### config.mk
export PLATFORM = sky130hd
export DESIGN_NAME = rtcrc_timer
export DESIGN_NICKNAME = d
export VERILOG_FILES = /design/src/rtl/rtcrc_pkg.sv /design/src/rtl/rtcrc_timer.sv
export VERILOG_INCLUDE_DIRS = /design/src /design/src/rtl
export SDC_FILE = /design/constraint.sdc
export NUM_CORES = 1
export LEC_CHECK = 0
export BUFFER_PORTS_ARGS = -buffer_cell sky130_fd_sc_hd__buf_2
export CORE_ASPECT_RATIO = 1.5
export CORE_MARGIN = 4
export CORE_UTILIZATION = 45
export CTS_CLUSTER_DIAMETER = 50
export DETAILED_ROUTE_END_ITERATION = 8
export HOLD_SLACK_MARGIN = 0.03
export PLACE_DENSITY = 0.73
export SKIP_LAST_GASP = 1
export SLEW_MARGIN = 30
export SYNTH_ARGS = -nofsm -noshare
export SYNTH_HDL_FRONTEND = slang
export SYNTH_SLANG_ARGS = --single-unit
### constraint.sdc
create_clock -name CLK -period 3.5 [get_ports CLK]
set_input_delay 0.175 -clock CLK [delete_from_list [all_inputs] [get_ports CLK]]
set_output_delay 0.175 -clock CLK [all_outputs]
set_load 0.05 [all_outputs]
### src/rtl/rtcrc_defs.svh
// Constants for the contactless timer clock and reload control block.
// Assumes a 40 MHz system clock; included by bare name.
`ifndef RTCRC_DEFS_SVH
`define RTCRC_DEFS_SVH

// Clock rates in kHz
`define RTCRC_SYS_CLK_KHZ 40000
`define RTCRC_CONTACTLESS_INTERFACE_CLK_KHZ 13560
// Phase accumulator width, holds the sum before the wrap
`define RTCRC_ACC_W 17
// Timer count width
`define RTCRC_CNT_W 20
// Prescaler counter width, enough for the divide by 256
`define RTCRC_DIV_W 8
// Reset values of the configuration fields
`define RTCRC_SRC_RST 1'h0
`define RTCRC_DIV_RST 3'h0
`define RTCRC_RELOAD_RST 1'h0

`endif

### src/rtl/rtcrc_pkg.sv
// Types shared by the contactless timer clock and reload control block.
// Assumes the constants header is available on the include path.
package rtcrc_pkg;
   `include "rtcrc_defs.svh"

   typedef logic [`RTCRC_CNT_W-1:0] rtcrc_count_t;
   typedef logic [2:0] rtcrc_div_sel_t;

   typedef enum logic [1:0] {
      RTCRC_IDLE = 2'b01,
      RTCRC_RUN = 2'b10
   } rtcrc_state_t;
endpackage

### src/rtl/rtcrc_timer.sv
// Down-counting timer with tick source selection, prescaler and reload control.
// Assumes all inputs are synchronous to CLK; configuration arrives as plain pins.
`timescale 1ns/10ps

// Rates, widths and reset values of the configuration fields
`include "rtcrc_defs.svh"

// Behaviour
// - Source bit 0: tick at 13.56 MHz
// - Source bit 1: tick from prescaler selection
// - Reload 0: stop at zero on expiry
// - Reload 1: reload preset, keep counting down
// - Divider 010..111 give 1.70 MHz to 53 kHz
// - Divider 000 6.78 MHz, 001 3.39 MHz
module rtcrc_timer (
   input wire logic CLK,
   input wire logic SYS_RST,
   input wire logic TIMER1_CLOCK_SOURCE_SELECT,
   input wire rtcrc_pkg::rtcrc_div_sel_t TIMER1_DIVIDER_SELECT,
   input wire logic TIMER1_AUTO_RELOAD,
   input wire rtcrc_pkg::rtcrc_count_t PRESET,
   input wire logic START,
   input wire logic STOP,
   output logic TIMER_TICK,
   output rtcrc_pkg::rtcrc_count_t COUNT,
   output logic RUNNING,
   output logic EXPIRED
);
   import rtcrc_pkg::*;

   localparam logic [`RTCRC_ACC_W-1:0] ACC_STEP = `RTCRC_ACC_W'(`RTCRC_CONTACTLESS_INTERFACE_CLK_KHZ);
   localparam logic [`RTCRC_ACC_W-1:0] ACC_MOD = `RTCRC_ACC_W'(`RTCRC_SYS_CLK_KHZ);

   logic [`RTCRC_ACC_W-1:0] acc;
   logic [`RTCRC_ACC_W-1:0] next_acc;
   logic contactless_interface_tick;
   logic [`RTCRC_DIV_W-1:0] div_cnt;
   logic [`RTCRC_DIV_W-1:0] div_mask;
   logic pre_tick;
   logic tick;
   rtcrc_state_t state;
   rtcrc_count_t count;
   rtcrc_state_t next_state;
   rtcrc_count_t next_count;
   logic next_expired;
   logic start_req;
   logic stop_req;
   logic tick_req;
   logic at_end;

   // Fractional accumulator: an average 13.56 MHz enable out of 40 MHz.
   // Each clock adds the interface rate; a wrap past the system rate is one tick,
   // so ticks fall two or three clocks apart and never on adjacent clocks.
   always_comb begin
      next_acc = acc + ACC_STEP;
      contactless_interface_tick = 1'b0;
      if (next_acc >= ACC_MOD) begin
         contactless_interface_tick = 1'b1;
      end
   end

   always_ff @(posedge CLK) begin
      if (SYS_RST) begin
         acc <= '0;
      end else if (contactless_interface_tick) begin
         acc <= next_acc - ACC_MOD;
      end else begin
         acc <= next_acc;
      end
   end

   // Prescaler counts interface ticks; it free-runs so the tick phase is steady
   always_ff @(posedge CLK) begin
      if (SYS_RST) begin
         div_cnt <= '0;
      end else if (contactless_interface_tick) begin
         div_cnt <= div_cnt + `RTCRC_DIV_W'(1);
      end
   end

   // Divide by 2^(sel+1): 000 is 6.78 MHz, 111 is 53 kHz
   always_comb begin
      case (TIMER1_DIVIDER_SELECT)
         3'h0: div_mask = 8'h01;
         3'h1: div_mask = 8'h03;
         3'h2: div_mask = 8'h07;
         3'h3: div_mask = 8'h0F;
         3'h4: div_mask = 8'h1F;
         3'h5: div_mask = 8'h3F;
         3'h6: div_mask = 8'h7F;
         3'h7: div_mask = 8'hFF;
         default: div_mask = 8'h01;
      endcase
   end

   assign pre_tick = contactless_interface_tick && ((div_cnt & div_mask) == div_mask);

   // Tick source: direct interface clock or prescaled tick
   assign tick = TIMER1_CLOCK_SOURCE_SELECT ? pre_tick : contactless_interface_tick;

   // Request decode: stop beats start, and start beats a tick in the same cycle.
   // A start with stop present is refused in every state, so a stray start
   // cannot slip past a stop that software meant to win.
   assign stop_req = STOP;
   assign start_req = START && !STOP;
   assign tick_req = tick && !START && !STOP;

   // Expiry point: a tick that finds the count at one or zero takes it to zero, or to PRESET with reload
   assign at_end = (count <= rtcrc_count_t'(1));

   // Next run state: idle until started, back to idle on stop or final expiry
   always_comb begin
      next_state = state;
      case (state)
         RTCRC_IDLE: begin
            if (start_req) begin
               next_state = RTCRC_RUN;
            end
         end
         RTCRC_RUN: begin
            if (stop_req) begin
               next_state = RTCRC_IDLE;
            end else if (tick_req && at_end && !TIMER1_AUTO_RELOAD) begin
               next_state = RTCRC_IDLE;
            end
         end
         default: begin
            next_state = RTCRC_IDLE;
         end
      endcase
   end

   // Next count: load on start, step down per tick, reload or clear on expiry.
   // Stop leaves the count where it is so software can read how far it got.
   always_comb begin
      next_count = count;
      case (state)
         RTCRC_IDLE: begin
            if (start_req) begin
               next_count = PRESET;
            end
         end
         RTCRC_RUN: begin
            if (stop_req) begin
               next_count = count;
            end else if (start_req) begin
               next_count = PRESET;
            end else if (tick_req) begin
               if (!at_end) begin
                  next_count = count - rtcrc_count_t'(1);
               end else if (TIMER1_AUTO_RELOAD) begin
                  next_count = PRESET;
               end else begin
                  next_count = '0;
               end
            end
         end
         default: begin
            next_count = '0;
         end
      endcase
   end

   // Expiry pulse: only a counting tick at the end point raises it
   assign next_expired = (state == RTCRC_RUN) && tick_req && at_end;

   // Run state register
   always_ff @(posedge CLK) begin
      if (SYS_RST) begin
         state <= RTCRC_IDLE;
      end else begin
         state <= next_state;
      end
   end

   // Count register
   always_ff @(posedge CLK) begin
      if (SYS_RST) begin
         count <= '0;
      end else begin
         count <= next_count;
      end
   end

   // Expiry pulse register, high for one cycle after the expiring tick
   always_ff @(posedge CLK) begin
      if (SYS_RST) begin
         EXPIRED <= 1'b0;
      end else begin
         EXPIRED <= next_expired;
      end
   end

   // Outputs
   assign COUNT = count;
   assign RUNNING = (state == RTCRC_RUN);
   assign TIMER_TICK = tick;
endmodule

==> out/metrics.cfg, run 1 <==
[cells_and_area]
drive_above_1_share_pct=21.51
regArea_sq_um=900.9
areaGrowthSynthToFinish_pct=11.66
final_core_util_pct=51.72
multi_input_area_sq_um=2275
diodes=0
fin_nets=486
fillers=711

[sta]
rsz0062_at_grt=no
timing.final.ws_setup_ps=311.3
slew_headroom_pct=46.78
fin_tns_setup_ps=0
slew_violations=0
holdWs_ps=226.0
fin_crit_sh_pct=91.11
skew_ps=8.151
hold_viol_final=0
timing.fmax_ghz=0.3136
min_period_ps=3189
setup-violations-final=0
worstMarginPinSlew_ps=798.3

[hold_path]
hold_class=in -> reg

[detailed_routing]
drt_iter0_drc=83
wirelength_um=8074
wire_per_inst_um=14.65
via_per_inst=5.693
dr.pass1.iters=4
drc=0
num_vias=3137
antenna_left=0

[clocking]
cts_tree=done
clock_sinks=45
clockBufferDepth=2
post_cts_resized=0
numCtsBuffers=5
clk_root_buffer_cell=clkbuf_8
path_clk_slew_ps=90
htree_levels=2
cts_hold_buffers=0
post_cts_buffers=0
clk_latency_ps=310

[synthesis]
synth_adder_area_share_pct=2.599
async_reset_ff_share_pct=0
synth_cells=405
synth_seq_cells=45
syn-num-nets=441
synth_compound_area_share_pct=23.43
syn_area_sq_um=3369
synthSimpleGateAreaFrac_pct=27.14
ys.flop_type=dfxtp_1
synth_mux_area_share_pct=6.944
synth_edf_count=0
ys_types=66
synth_top_family_by_area=simple AND/OR/NAND/NOR gates
synth_xor_area_share_pct=7.278
syn_avg_cell_area_sq_um=8.320
yosysWarnings=0
ys_seq_area_share_pct=26.74

[critical_path]
critPathArrivalTime_ps=3010
slowest_delay_ps=460
critPathSlowestCell=a211oi_2
worst-path-max-fanout=10
cp.required_ps=3320
crit_path_start=acc[3]
path_delay_family=compound AO/OA/AOI/OAI gates
crit_buf_inv=2
end_kind=output port
r2r_start=acc[3]
rr_endpoint=acc[9]
startpoint_type=flip-flop
r2r_cells=9
path_depth=8
reg2reg_setup_slack_ps=390
worst-setup-path-type=reg -> out
cp-endpoint=TIMER_TICK
crit_chain=inv_1 > ha_1 > nor4b_4 > or3_1 > a211oi_1 > o211ai_1 > a211oi_2 > buf_2

[global_route]
first_global_vias=2901
grt_max_degree=48
grt_use_total_pct=18.32
grt_pass1_wl_um=13390
grt-ovfl-total=0
grt_antenna_before_repair=0

[pwr]
p_sw_share_pct=51.61
comb_power_share_pct=70.2
powerDensity_nw_per_um2=1100
power_frac_seq_pct=21.9
vdd_ir_drop_max_mv=0.4265
internal_power_mw=2.003
p_sw_mw=2.136
power_mw=4.139
clockPowerShare_pct=7.9
p_leak_nw=1.514

[placed_design]
hpwlAfterDp_um=6044
port_buffers=51
place_ws_ps=416.4
gp_congestion=0.9251

[floorplanning]
die_w_um=78.65
die_area_sq_um=8965
fp.dieH_um=114.0
io_pins=52
num_rows=38
core_area_sq_um=7274
start_util_pct=46.32

[outcome]
status=complete, no violations

[flow_run]
drv_cap=0

==> metal layers <==
| metal | up-vias | track usage (%) | part of all wire [%] |
|---|---|---|---|
| li1 | 1547 | - | - |
| met3 | 31 | 3.160 | 5.3 |
| met5 | - | 0 | 0 |
| met2 | 108 | 33.52 | 51 |
| met1 | 1451 | 19.69 | 40 |
| met4 | 0 | 9.802 | 4.1 |
==> logic make-up (layout without fill, tap and decap cells) <==
kind of cell,count (synthesis),count (layout)
AND/OR/NAND/NOR,167,167
XOR/XNOR,28,28
multiplexers,23,23
buffers and inverters,38,84
adder cells (fa/ha/maj),7,7
flip-flops,45,45
AO/OA/AOI/OAI,97,97
==> cell usage after synthesis, drive strengths merged (4+ instances only) <==
cell	instances	area, sq um
a21o	6	52.55
inv	18	67.56
dfxtp	45	900.9
or3	10	62.56
xnor2	25	219.0
ha	7	87.58
nor4	7	43.79
nor4b	4	71.32
buf	10	91.33
a21oi	18	90.09
nor2	35	131.4
o2bb2ai	13	176.4
nor2b	4	25.02
nand2b	21	131.4
o31ai	5	51.30
or2	4	25.02
a2bb2oi	6	52.55
o21ai	18	90.09
nand3	7	35.03
mux2i	20	200.2
a211oi	8	65.06
or4	8	67.56
nor3	10	55.05
nand2	44	165.2
clkbuf	10	38.78
==> worst min-delay path, stage by stage <==
cell	delay [ps]
buf_2	100
o2bb2ai_2	100
nand2_1	50
mux2i_1	50
==> layout by cell type (no fill, tap or decap), drive strengths merged, types with 6 or more instances in the layout <==
master   count
nor4         7
inv         18
xnor2       25
o21ai       18
nor3        10
a21oi       18
o2bb2ai     13
a211oi       8
ha           7
mux2i       20
nand2       44
or4          8
dfxtp       45
a21o         6
or3         10
buf         58
nor2        35
nand2b      21
nand3        7
a2bb2oi      6
==> through the flow <==
stage	cells	instance area (sq um)
5_1_grt	551	3762
3_3_place_gp	543	3676
2_1_floorplan	405	3369
6_report	551	3762
4_1_cts	551	3762
3_5_place_dp	543	3676
==> state kept, by name, indices dropped and copies added (netlist names) <==
register,flops
COUNT,20
acc,14
div_cnt,8
state,2
EXPIRED,1
==> power groups by stage <==
stage / registers (mW) / logic (mW) / clock network, mW
after floorplan: 1.10 / 2.19 / 0
after global placement: 0.906 / 2.82 / 0
after detailed placement: 0.915 / 2.90 / 0
after CTS: 0.902 / 2.91 / 0.337
after global routing: 0.936 / 3.14 / 0.356
final: 0.906 / 2.91 / 0.326
==> how the worst min path moves through the flow <==
stage                             from        end  slack, ps  depth (start not counted)
floorplan           TIMER1_AUTO_RELOAD   state[0]        380                          3
global placement                acc[3]     acc[3]        460                          1
detailed placement              acc[3]     acc[3]        470                          1
CTS                          PRESET[8]   COUNT[8]        210                          4
global route                 PRESET[8]   COUNT[8]        230                          4
finish                      PRESET[15]  COUNT[15]        230                          4
==> cell type report <==
class	instances	share of cell area, %
clock inverter	3	0.4656
multi-input combinational	322	60.46
sequential	45	23.94
tap	100	3.326
timing repair buffer	58	8.181
clock buffer	5	1.829
inverter	18	1.796
(Power assumes the default switching activity.)
==> run 2, diff against run 1 <==
--- a/config.mk
+++ b/config.mk
@@ -10,3 +10,3 @@
 export CORE_ASPECT_RATIO = 1.5
-export CORE_MARGIN = 4
+export CORE_MARGIN = 5
 export CORE_UTILIZATION = 45
==> constraint.sdc (replaced) <==
create_clock -name CLK -period 3.66 [get_ports CLK]
set_input_delay 0 -clock CLK [delete_from_list [all_inputs] [get_ports CLK]]
set_output_delay 0 -clock CLK [all_outputs]
set_load 0.05 [all_outputs]
==> out/metrics.cfg, run 2 (same netlist as run 1, synthesis figures left out) <==
[clocking]
htree_levels=2  ; unchanged
cts_tree=done
path_clk_slew_ps=100  ; about the same
clk_root_buffer_cell=clkbuf_8
clk_latency_ps=320  ; about the same
clockBufferDepth=2  ; unchanged
numCtsBuffers=5  ; unchanged
clock_sinks=45  ; unchanged

[cells_and_area]
final_common_cell=buf_2
areaGrowthSynthToFinish_pct=12.55
fin_nets=486  ; unchanged
design_area_sq_um=3792  ; +0.80%
diodes=0  ; unchanged
drive_above_1_share_pct=20.84  ; -0.67 points
final_cell_mix=51 x buf_2, 45 x dfxtp_1, 44 x nand2_1
largest_reg_flops=20  ; unchanged

[pwr]
powerDensity_nw_per_um2=1050  ; -4.5%
p_sw_share_pct=50.93  ; -0.68 points
p_leak_nw=1.525  ; +0.67%
internal_power_mw=1.955  ; -2.4%
p_sw_mw=2.029  ; -5.0%
clockPowerShare_pct=10.1  ; +2.2 points
vdd_ir_drop_max_mv=0.3738  ; -12%
power_frac_seq_pct=21.7  ; -0.2 points
power_mw=3.984  ; -3.7%
comb_power_share_pct=68.3  ; -1.9 points

[detailed_routing]
drt_iter0_drc=118  ; +42%
wire_per_inst_um=14.99  ; +2.3%
wirelength_um=8260  ; +2.3%
num_vias=3063  ; -2.4%
via_per_inst=5.559  ; -2.4%
drc=0  ; unchanged
dr.pass1.iters=4  ; unchanged
antenna_left=0  ; unchanged

[placed_design]
place_area_sq_um=3661  ; -0.41%
hpwlAfterDp_um=6015  ; -0.47%
port_buffers=51  ; unchanged
gp_congestion=0.9391  ; +1.5%

[sta]
min_period_ps=3089
slew_violations=0  ; unchanged
hold_viol_final=0  ; unchanged
skew_ps=9.658  ; +1.507 ps
fin_crit_sh_pct=84.40
holdWs_ps=40.49  ; -185.5 ps
rsz0062_at_grt=no
setup-violations-final=0  ; unchanged
timing.fmax_ghz=0.3237
slew_headroom_pct=41.27  ; -5.5 points
worstMarginPinSlew_ps=872.8  ; +74.52 ps
fin_tns_setup_ps=0  ; unchanged

[floorplanning]
core_area_sq_um=7274  ; unchanged
die_w_um=80.65  ; +2.5%
io_pins=52  ; unchanged
die_area_sq_um=9354  ; +4.3%
start_util_pct=46.32  ; unchanged
num_rows=38  ; unchanged
fp.dieH_um=116.0  ; +1.8%

[critical_path]
cp.required_ps=3910  ; +590 ps
worst-setup-path-type=reg -> reg
end_kind=flip-flop
startpoint_type=flip-flop
reg2reg_setup_slack_ps=570  ; +180 ps
worst-path-max-fanout=16  ; +6
critPathArrivalTime_ps=3340  ; +330 ps

[hold_path]
hold_class=in -> reg

[global_route]
grt-ovfl-total=0  ; unchanged
grt_pass1_wl_um=13610  ; +1.6%
grt_use_total_pct=18.29  ; -0.028 points
grt_max_degree=48  ; unchanged
first_global_vias=2929  ; +0.97%
grt_antenna_before_repair=0  ; unchanged

[flow_run]
drv_cap=0  ; unchanged

[outcome]
status=complete, no violations

run 2: layer usage:
metal | track usage (%) | wire length [um] | up-vias
met3 | 3.344 | 392 | 18
li1 | - | - | 1544
met4 | 7.554 | 238 | 0
met5 | 0 | 0 | -
met2 | 34.40 | 4325 | 59
met1 | 19.68 | 3304 | 1442
run 2: final cells by class:
class | count | area (sq um)
Clock inverter | 2 | 38.79
Multi-Input combinational cell | 322 | 2275
Tap cell | 100 | 125.1
Timing Repair Buffer | 58 | 312.8
Clock buffer | 6 | 72.57
Fill cell | 720 | 3482
Inverter | 18 | 67.56
Sequential cell | 45 | 900.9
run 2: timing repair:
| action | CTS | global route |
|---|---|---|
| resized for setup | 0 | 0 |
| buffers inserted | 0 | 0 |
| hold endpoints to repair | 2 | 0 |
| hold buffers | 2 | 0 |
run 2: power groups by stage:
stage / combinational (mW) / sequential, mW / clock, mW
floorplan: 2.09 / 1.05 / 0
global placement: 2.66 / 0.866 / 0
detailed placement: 2.71 / 0.872 / 0
CTS: 2.72 / 0.860 / 0.408
global route: 2.96 / 0.892 / 0.426
finish: 2.72 / 0.864 / 0.401
run 2: critical path, cell delays in order, from the launching register on:
cell	delay [ps]
dfxtp_1	400
inv_1	60
ha_1	280
nor4b_4	180
or3_1	350
a211oi_1	310
o211ai_1	330
a21o_1	410
or4_1	550
a21oi_1	140
run 2: path summary, 6_finish.rpt:
kind | from | to | cells past startpoint
worst max-delay path | acc[3] | div_cnt[7] | 9
worst min-delay path | TIMER1_AUTO_RELOAD | state[0] | 4
worst max register to register | acc[3] | div_cnt[7] | 9
worst min register to register | div_cnt[7] | div_cnt[7] | 2
run 2: through the flow:
step,worst slack (ps),util [%],cells
floorplan,439.5,-,405
global placement,680.2,50.33,541
detailed placement,582.4,50.33,541
CTS,574.3,52.13,551
global route,325.5,52.13,551
finish,570.9,52.13,551
